$ cat src/hdl/ebh_pkg.sv
// package for the external bus handover block
package ebh_pkg;
   localparam int EBH_AW = 14;   // address bus width
   localparam int EBH_DW = 24;   // data bus width
   localparam int EBH_NSEL = 5;  // memory select strobes

   // processor-side bus drive request bundle
   typedef struct packed {
      logic [EBH_AW-1:0] addr;
      logic [EBH_DW-1:0] wdata;
      logic              wr_en;      // drive data bus (write)
      logic [EBH_NSEL-1:0] sel_n;    // pm, dm, byte, io, composite
      logic              rd_n;
      logic              wr_n;
   } ebh_bus_t;

   localparam ebh_bus_t EBH_BUS_IDLE = '{
      addr:  '0,
      wdata: '0,
      wr_en: 1'b0,
      sel_n: {EBH_NSEL{1'b1}},
      rd_n:  1'b1,
      wr_n:  1'b1};

   // handover states, gray along own -> granted -> (hung); hung -> own flips both bits
   typedef enum logic [1:0] {
      EBH_OWN   = 2'b00,
      EBH_GRANT = 2'b01,
      EBH_HANG  = 2'b11
   } ebh_state_t;
endpackage

$ cat src/hdl/ebh_handover.sv
// external bus handover: request/grant arbitration of the memory bus
`timescale 1ns/1ps
`default_nettype none

module ebh_handover (
   // clock and reset
   input  wire logic                        ref_clk,
   input  wire logic                        arst_n,
   // processor core side
   input  wire logic                        run_until_ext,
   input  wire logic                        core_ext_req,
   input  wire ebh_pkg::ebh_bus_t           core_bus,
   input  wire logic                        core_ext_last,
   output logic                             core_stall,
   output logic                             core_reset_n,
   // emulator control
   input  wire logic                        emulator_enable_in,
   input  wire logic                        emu_reset_in_n,
   input  wire logic                        emu_bus_request_n,
   input  wire logic                        emu_single_step,
   input  wire logic                        emu_halted,
   output logic                             emu_bus_grant_n,
   output logic                             emu_bus_grant_oe_n,
   // target pins
   input  wire logic                        target_reset_n,
   input  wire logic                        ext_bus_request_n,
   output logic                             ext_bus_grant_n,
   output logic                             ext_bus_grant_oe_n,
   output logic                             grant_hang_indicator_n,
   // external memory bus pins
   output ebh_pkg::ebh_bus_t                mem_bus,
   output logic                             mem_bus_oe_n
);
   import ebh_pkg::*;

   ebh_state_t st_r, st_nxt;
   logic       req_sync_r;       // registered request, active high
   logic       emu_r;            // registered emulator enable
   logic       access_active_r;  // an external access is in flight
   ebh_bus_t   mem_bus_r;
   logic       grant_r;
   logic       hang_r;

   // request source select; target pins ignored in step or halt
   wire logic emu_quiet  = emulator_enable_in &
                           (emu_single_step | emu_halted);
   wire logic req_raw    = emulator_enable_in ? ~emu_bus_request_n
                                              : ~ext_bus_request_n;
   wire logic tgt_rst    = ~target_reset_n & ~emu_quiet;
   wire logic rst_raw    = emulator_enable_in ? ~emu_reset_in_n
                                              : tgt_rst;

   // core reset just passes the chosen source; arbitration ignores it
   assign core_reset_n = ~rst_raw;

   // synchronise request; async input would otherwise race the fsm
   always_ff @(posedge ref_clk or negedge arst_n) begin
      if (!arst_n) begin
         req_sync_r <= 1'b0;
         emu_r      <= 1'b0;
      end else begin
         req_sync_r <= req_raw & ~(emulator_enable_in & emu_quiet);
         emu_r      <= emulator_enable_in;
      end
   end

   // an access in flight blocks the grant until its last cycle is done
   wire logic access_now = core_ext_req & ~core_stall;
   always_ff @(posedge ref_clk or negedge arst_n) begin
      if (!arst_n)
         access_active_r <= 1'b0;
      else
         access_active_r <= access_now & ~core_ext_last;
   end

   // handover state machine
   always_comb begin
      st_nxt = st_r;
      unique case (st_r)
         EBH_OWN:
            if (req_sync_r && !access_active_r)
               st_nxt = EBH_GRANT;
         EBH_GRANT:
            if (!req_sync_r)
               st_nxt = EBH_OWN;
            else if (core_ext_req || !run_until_ext)
               st_nxt = EBH_HANG;
         EBH_HANG:
            if (!req_sync_r)
               st_nxt = EBH_OWN;
         default:
            st_nxt = EBH_OWN;
      endcase
   end

   // hang only marks a core that wants the bus, not a plain halt
   wire logic hang_nxt = (st_nxt == EBH_HANG) & core_ext_req;
   wire logic grant_nxt = (st_nxt != EBH_OWN);

   // stall: halted in grant without go mode, or blocked on an access;
   // also held in the cycle the grant is decided, so that no access
   // starts there and is then lost behind the idle bus value
   assign core_stall = (grant_nxt | (st_r != EBH_OWN)) &
                       (~run_until_ext | core_ext_req);

   always_ff @(posedge ref_clk or negedge arst_n) begin
      if (!arst_n) begin
         st_r      <= EBH_OWN;
         grant_r   <= 1'b0;
         hang_r    <= 1'b0;
         mem_bus_r <= EBH_BUS_IDLE;
      end else begin
         st_r      <= st_nxt;
         grant_r   <= grant_nxt;
         hang_r    <= hang_nxt;
         mem_bus_r <= (grant_nxt || core_stall) ? EBH_BUS_IDLE
                                                : core_bus;
      end
   end

   // pin drive: grant floats the memory bus; strobes kept idle meanwhile
   assign mem_bus      = mem_bus_r;
   assign mem_bus_oe_n = grant_r;
   assign ext_bus_grant_n    = ~(grant_r & ~emu_r);
   assign ext_bus_grant_oe_n = emu_r;
   assign emu_bus_grant_n    = ~(grant_r & emu_r);
   assign emu_bus_grant_oe_n = ~emu_r;
   assign grant_hang_indicator_n = ~hang_r;

   // grant appears the cycle after the registered request, if idle
   property p_grant_follows;
      @(posedge ref_clk) disable iff (!arst_n)
      (st_r == EBH_OWN && req_sync_r && !access_active_r)
         |=> (grant_r && mem_bus_oe_n);
   endproperty
   a_grant_follows: assert property (p_grant_follows)
      else $error("grant not given after idle request");

   property p_stall_on_grant;
      @(posedge ref_clk) disable iff (!arst_n)
      (grant_r && !run_until_ext) |-> core_stall;
   endproperty
   a_stall_on_grant: assert property (p_stall_on_grant)
      else $error("core runs while bus granted");

   property p_go_runs;
      @(posedge ref_clk) disable iff (!arst_n)
      (run_until_ext && !core_ext_req) |-> !core_stall;
   endproperty
   a_go_runs: assert property (p_go_runs)
      else $error("go mode stalled without external access");

   property p_wait_access;
      @(posedge ref_clk) disable iff (!arst_n)
      (access_active_r && !grant_r) |=> !grant_r;
   endproperty
   a_wait_access: assert property (p_wait_access)
      else $error("grant during external access");

   // the decision cycle must not launch an access that the grant cuts off
   property p_no_lost_access;
      @(posedge ref_clk) disable iff (!arst_n)
      (st_r == EBH_OWN && st_nxt == EBH_GRANT) |=> !access_active_r;
   endproperty
   a_no_lost_access: assert property (p_no_lost_access)
      else $error("access started in the grant cycle");

   property p_release;
      @(posedge ref_clk) disable iff (!arst_n)
      (grant_r && !req_sync_r) |=> (!grant_r && !mem_bus_oe_n);
   endproperty
   a_release: assert property (p_release)
      else $error("grant kept after request released");

   property p_reset_indep;
      @(posedge ref_clk) disable iff (!arst_n)
      (!core_reset_n && req_sync_r && !access_active_r &&
       st_r == EBH_OWN) |=> grant_r;
   endproperty
   a_reset_indep: assert property (p_reset_indep)
      else $error("request refused during reset");

   property p_hang_needs_grant;
      @(posedge ref_clk) disable iff (!arst_n)
      !grant_hang_indicator_n |-> grant_r;
   endproperty
   a_hang_needs_grant: assert property (p_hang_needs_grant)
      else $error("hang without grant");

   property p_emu_float;
      @(posedge ref_clk) disable iff (!arst_n)
      emu_r |-> (ext_bus_grant_oe_n && !emu_bus_grant_oe_n);
   endproperty
   a_emu_float: assert property (p_emu_float)
      else $error("normal grant driven under emulation");

   property p_sync;
      @(posedge ref_clk) disable iff (!arst_n)
      (!emulator_enable_in && !ext_bus_request_n) |=> req_sync_r;
   endproperty
   a_sync: assert property (p_sync)
      else $error("request not registered");

   c_grant:   cover property (@(posedge ref_clk) disable iff (!arst_n)
                 $rose(grant_r));
   c_hang:    cover property (@(posedge ref_clk) disable iff (!arst_n)
                 $fell(grant_hang_indicator_n));
   c_delayed: cover property (@(posedge ref_clk) disable iff (!arst_n)
                 access_active_r && req_sync_r ##[1:4] grant_r);
   c_emu:     cover property (@(posedge ref_clk) disable iff (!arst_n)
                 emu_r && grant_r);
endmodule
`default_nettype wire

$ cat config.mk
export PLATFORM = sky130hd
export DESIGN_NAME = ebh_handover
export DESIGN_NICKNAME = d
export VERILOG_FILES = /design/src/hdl/ebh_pkg.sv /design/src/hdl/ebh_handover.sv
export SDC_FILE = /design/constraint.sdc
export NUM_CORES = 1
export LEC_CHECK = 0
export BUFFER_PORTS_ARGS = -buffer_cell sky130_fd_sc_hd__buf_2
export CAP_MARGIN = 0
export CORE_UTILIZATION = 44
export DETAILED_ROUTE_END_ITERATION = 12
export MAX_ROUTING_LAYER = met4
export PLACE_DENSITY = 0.78
export SLEW_MARGIN = 0
export SYNTH_ARGS = -nofsm -noshare
export SYNTH_HDL_FRONTEND = slang
export SYNTH_SLANG_ARGS = --single-unit
$ cat constraint.sdc
create_clock -name ref_clk -period 1.95 [get_ports ref_clk]
set_input_delay 0.585 -clock ref_clk [delete_from_list [all_inputs] [get_ports ref_clk]]
set_output_delay 0.585 -clock ref_clk [all_outputs]
set_load 0.005 [all_outputs]
# == Yosys cells after proc, flatten, opt, wreduce, memory -nomap -nowiden ==
# Cells that the tools add are included.
# word_totals
reg_bits,53
wordCells,58
out_inout_bits,54
# classes
mux,8
bitwise,27
eq_ne,3
n_reduce_logical,8
# op_table
operator,count
$mux W46,1
$not A1 Y1,14
$and A1 B1 Y1,10
$mux W2,4
$pmux W2 S3,1
$eq A2 B2 Y1 const B,2
$reduce_bool A2 Y1,2
$or A1 B1 Y1,3
$eq A2 B1 Y1 const B,1
$logic_not A1 Y1,2
$logic_not A2 Y1,1
$logic_or A1 B1 Y1,2
$mux W1,2
$logic_and A1 B1 Y1,1

# == Logic depth before layout (Yosys ltp) ==
# logic_depth
ltp_word,11
mapped_depth,4
depth_no_buf,2

# == Worst setup path before layout ==
# OpenSTA, ideal clock, no wires.
# synth_timing
kind,input to output
from,in core_ext_req
to,out core_stall
setup_slack_ns,0.078
t_arrival_ns,1.287
cell_stages,4
required_ns,1.365
n_path_buf,2
cell_sequence,nand2b_1 -> buf_2 -> buf_2 -> a21boi_0
# synth_via
elab_chain_cells,7
# synth_lines
element,line,source
"start, declared",ebh_handover.sv:11,"input wire logic core_ext_req,"
$logic_or A1 B1 Y1,ebh_handover.sv:86,else if (core_ext_req || !run_until_ext)
$mux W2,ebh_handover.sv:86,
$mux W2,ebh_handover.sv:84,if (!req_sync_r)
$pmux W2 S3,ebh_handover.sv:79,unique case (st_r)
$reduce_bool A2 Y1,ebh_handover.sv:98,wire logic grant_nxt = (st_nxt != EBH_OWN);
$or A1 B1 Y1,ebh_handover.sv:103,assign core_stall = (grant_nxt | (st_r != EBH_OWN)) &
$and A1 B1 Y1 (*),ebh_handover.sv:103,
"end, declared",ebh_handover.sv:14,"output logic core_stall,"
# Every way passes the cells marked *; elsewhere a longest branch is shown, timed or not.

# == Worst setup path in the final report ==
# layout_timing
from,reg access_active_r
to,out core_stall
# layout_via
elab_chain_cells,7
# layout_lines
element,line,source
"start, declared",ebh_handover.sv:39,logic access_active_r;
"start signal, assigned",ebh_handover.sv:73,access_active_r <= access_now & ~core_ext_last;
$logic_not A1 Y1,ebh_handover.sv:81,if (req_sync_r && !access_active_r)
$logic_and A1 B1 Y1,ebh_handover.sv:81,
$mux W2,ebh_handover.sv:81,
$pmux W2 S3,ebh_handover.sv:79,
$reduce_bool A2 Y1,ebh_handover.sv:98,
$or A1 B1 Y1,ebh_handover.sv:103,
$and A1 B1 Y1,ebh_handover.sv:103,
# Every way passes these cells.

==> summary.md <==
| Metric | Value |
|---|---|
| Status | `finished clean` |
| CTS clock-pin slew for the worst setup and hold paths | `90 ps` |
| Initial DRC count | `90` |
| Max_cap viols | `0` |
| Yosys cell types | `22` |
| Drc violations | `0` |
| Die height | `71.7 um` |
| Layout area overhead | `30.9%` |
| Worst Path Buf+Inv | `1` |
| Slew margin rel. | `0.316` |
| Worst-Skew Late Latency | `290 ps` |
| Congestion Overflow GR | `0` |
| Fin nets | `337` |
| Clock Power Share | `0.284` |
| Setup CP Type | `reg2out` |
| Post-synthesis net count | `235` |
| DIE AREA | `0.00514 mm2` |
| DR pass1 iterations | `4` |
| R2r setup slk | `270 ps` |
| Tot Pwr | `2.28 mW` |
| Hpwl dp | `3080 um` |
| P_sw | `0.564 mW` |
| Fmax | `570 MHz` |
| Clock tree buffer depth | `2` |
| Max FO, Critical Path | `2` |
| Via count of the first global-routing pass | `1643` |
| Least-Margin Pin Slew | `1020 ps` |
| CTS Hold Bufs | `0` |
| RSZ-0062 raised after global routing | `no` |
| Final instance area | `0.00280 mm2` |
| Skew final | `5.00 ps` |
| Post-CTS Setup Bufs | `0` |
| H-tree depth | `2` |
| Comb pwr share | `0.175` |
| Crit. Startpoint | `access_active_r` |
| Area contributors post-synth | `dfrtp_1 (54%), a221oi_1 (16%), dfstp_2 (8.6%), inv_1 (7.2%), a221o_1 (3.3%)` |
| WL/cell | `14.0 um` |
| Setup-failing EPs final | `0` |
| Maximum vdd ir drop | `0.423 mV` |
| Core footprint | `0.00450 mm2` |
| Req. time, crit path | `1360 ps` |
| Syn Inst Count | `177` |
| Clock period minus worst slack | `1760 ps` |
| Post-route ant nets | `0` |
| Ys async rst share | `1.00` |
| Crit-path cells | `nand2b_1 > a21boi_0 > buf_2` |
| Initial Util | `0.474` |
| Sequential power share | `0.541` |
| Worst EP arrival | `1170 ps` |
| Post-detailed-routing wire length | `4630 um` |
| Crit-path max cell delay | `410 ps` |
| Final TNS setup | `0 ps` |
| Pwr dens | `815 mW/mm2` |
| CTS Buf Count | `5` |
| Share of cells above drive strength 1 | `0.482` |
| Post-synth EDFFs | `0` |
| FILL cells | `396` |
| Worst reg2reg path endpoint | `mem_bus[16]` |
| Average cell area after synthesis | `12.1 um2` |
| Resized cells post-CTS | `0` |
| Fin. Hold Viols | `0` |
| Top cell type's share of synthesized area | `0.539` |
| First-pass GRT wire length | `7350 um` |
| Final slew viol count | `0` |
| Via count | `1770` |
| Port Buf Inserts | `111` |
| Pin count of the biggest net entering global routing | `51` |
| Io pins | `112` |
| Initial antenna violation count | `0` |
| Top post-synthesis cells by count | `dfrtp_1 (46), inv_1 (41), a221oi_1 (39), clkbuf_1 (11)` |
| CTS root buf | `clkbuf_8` |
| Sw frac | `0.248` |
| Via density | `5.33` |
| Slowest cell on crit path | `dfrtp_1` |
| FP Rows | `24` |
| Critical Path Start Type | `flip-flop` |
| Ys flop type | `dfrtp_1` |
| Seq cells post-synth | `53` |
| Reg2reg start | `st_r[1]` |
| Endpoint class of the critical path | `output port` |
| YS warnings | `0` |
| CP delay by family, top | `flip-flops` |
| Sequential share of the synthesized area | `0.625` |
| GRT Total Usage | `0.192` |
| Cell accounting for the most synthesized area | `dfrtp_1` |
| Diodes inserted | `0` |
| Internal power | `1.71 mW` |
| Top-count cell post-synth | `dfrtp_1` |
| R2R depth | `2` |
| Placed Instance Area | `0.00270 mm2` |
| Crit share post-route | `0.900` |
| Die Span X | `71.7 um` |
| Worst min path class | `in2async` |
| LEAKAGE | `1.56 nW` |
| GP Congestion | `0.760` |
| Cell Area, Synth | `0.00214 mm2` |
| CTS tree | `built` |
| Clk sink count | `53` |
-- stage by stage --
stage          setup WS, ps  utilization  hold WS (ps)  instances
4_1_cts                 178        0.621           276        332
5_1_grt                87.9        0.621           292        332
3_5_place_dp            232        0.598           563        324
2_1_floorplan          78.2            -           289        177
6_report                195        0.621           266        332
3_3_place_gp            237        0.598           555        324
-- how the worst max path moves through the flow --
stage	end	cells after the start
after floorplan	core_stall	4
after global placement	core_reset_n	3
after detailed placement	core_reset_n	3
after CTS	core_stall	3
after global routing	core_stall	3
final	core_stall	3
-- worst register-to-register path: cells and delay by family, from the launching register on --
kind / cells / cell delay [ps]
AO/OA/AOI/OAI: 2 / 1080
flip-flops: 1 / 440
-- flip-flops by register name, indices dropped and copies added (netlist names) --
| signal | count |
|---|---|
| ext_bus_grant_oe_n | 1 |
| access_active_r | 1 |
| mem_bus_oe_n | 1 |
| st_r | 2 |
| req_sync_r | 1 |
| hang_r | 1 |
| mem_bus | 46 |
-- power by group through the flow --
stage	clock network [mW]	registers, mW	logic (mW)
after CTS	0.669	1.23	0.405
final	0.647	1.23	0.399
after global routing	0.723	1.24	0.445
after detailed placement	0	1.25	0.404
after floorplan	0	1.27	0.193
after global placement	0	1.25	0.396
-- cells by family (layout without fill, tap and decap cells) --
| kind of cell | Yosys count | after routing | share of synthesized area |
|---|---|---|---|
| buf+inv | 62 | 165 | 0.131 |
| mux | 1 | 1 | 0.00527 |
| compound gates | 50 | 50 | 0.207 |
| simple gates | 11 | 11 | 0.0322 |
| flops | 53 | 53 | 0.625 |
-- routing by layer --
metal | vias up | track usage | part of all wire
li1 | 825 | - | -
met1 | 859 | 0.235 | 0.40
met2 | 77 | 0.316 | 0.53
met3 | 9 | 0.0309 | 0.051
met4 | 0 | 0.0850 | 0.018
met5 | - | - | 0
-- cells in the final DEF (no fill, tap or decap), types with 2 or more instances in the layout --
cell,n
a221o_1,7
clkbuf_8,7
buf_4,4
dfstp_2,7
dfrtp_1,46
nand2_1,2
inv_1,41
buf_2,111
and2_1,2
a221oi_1,39
-- final cells by class --
cell class,count,area [um2],area share
Clock inverter,1,5.00,0.00179
Sequential cell,53,1340,0.477
Timing Repair Buffer,116,606,0.217
Clock buffer,7,96.3,0.0345
Tap cell,52,65.1,0.0233
Inverter,41,154,0.0550
Multi-Input combinational cell,62,536,0.191
Power figures use the tool's default switching activity.
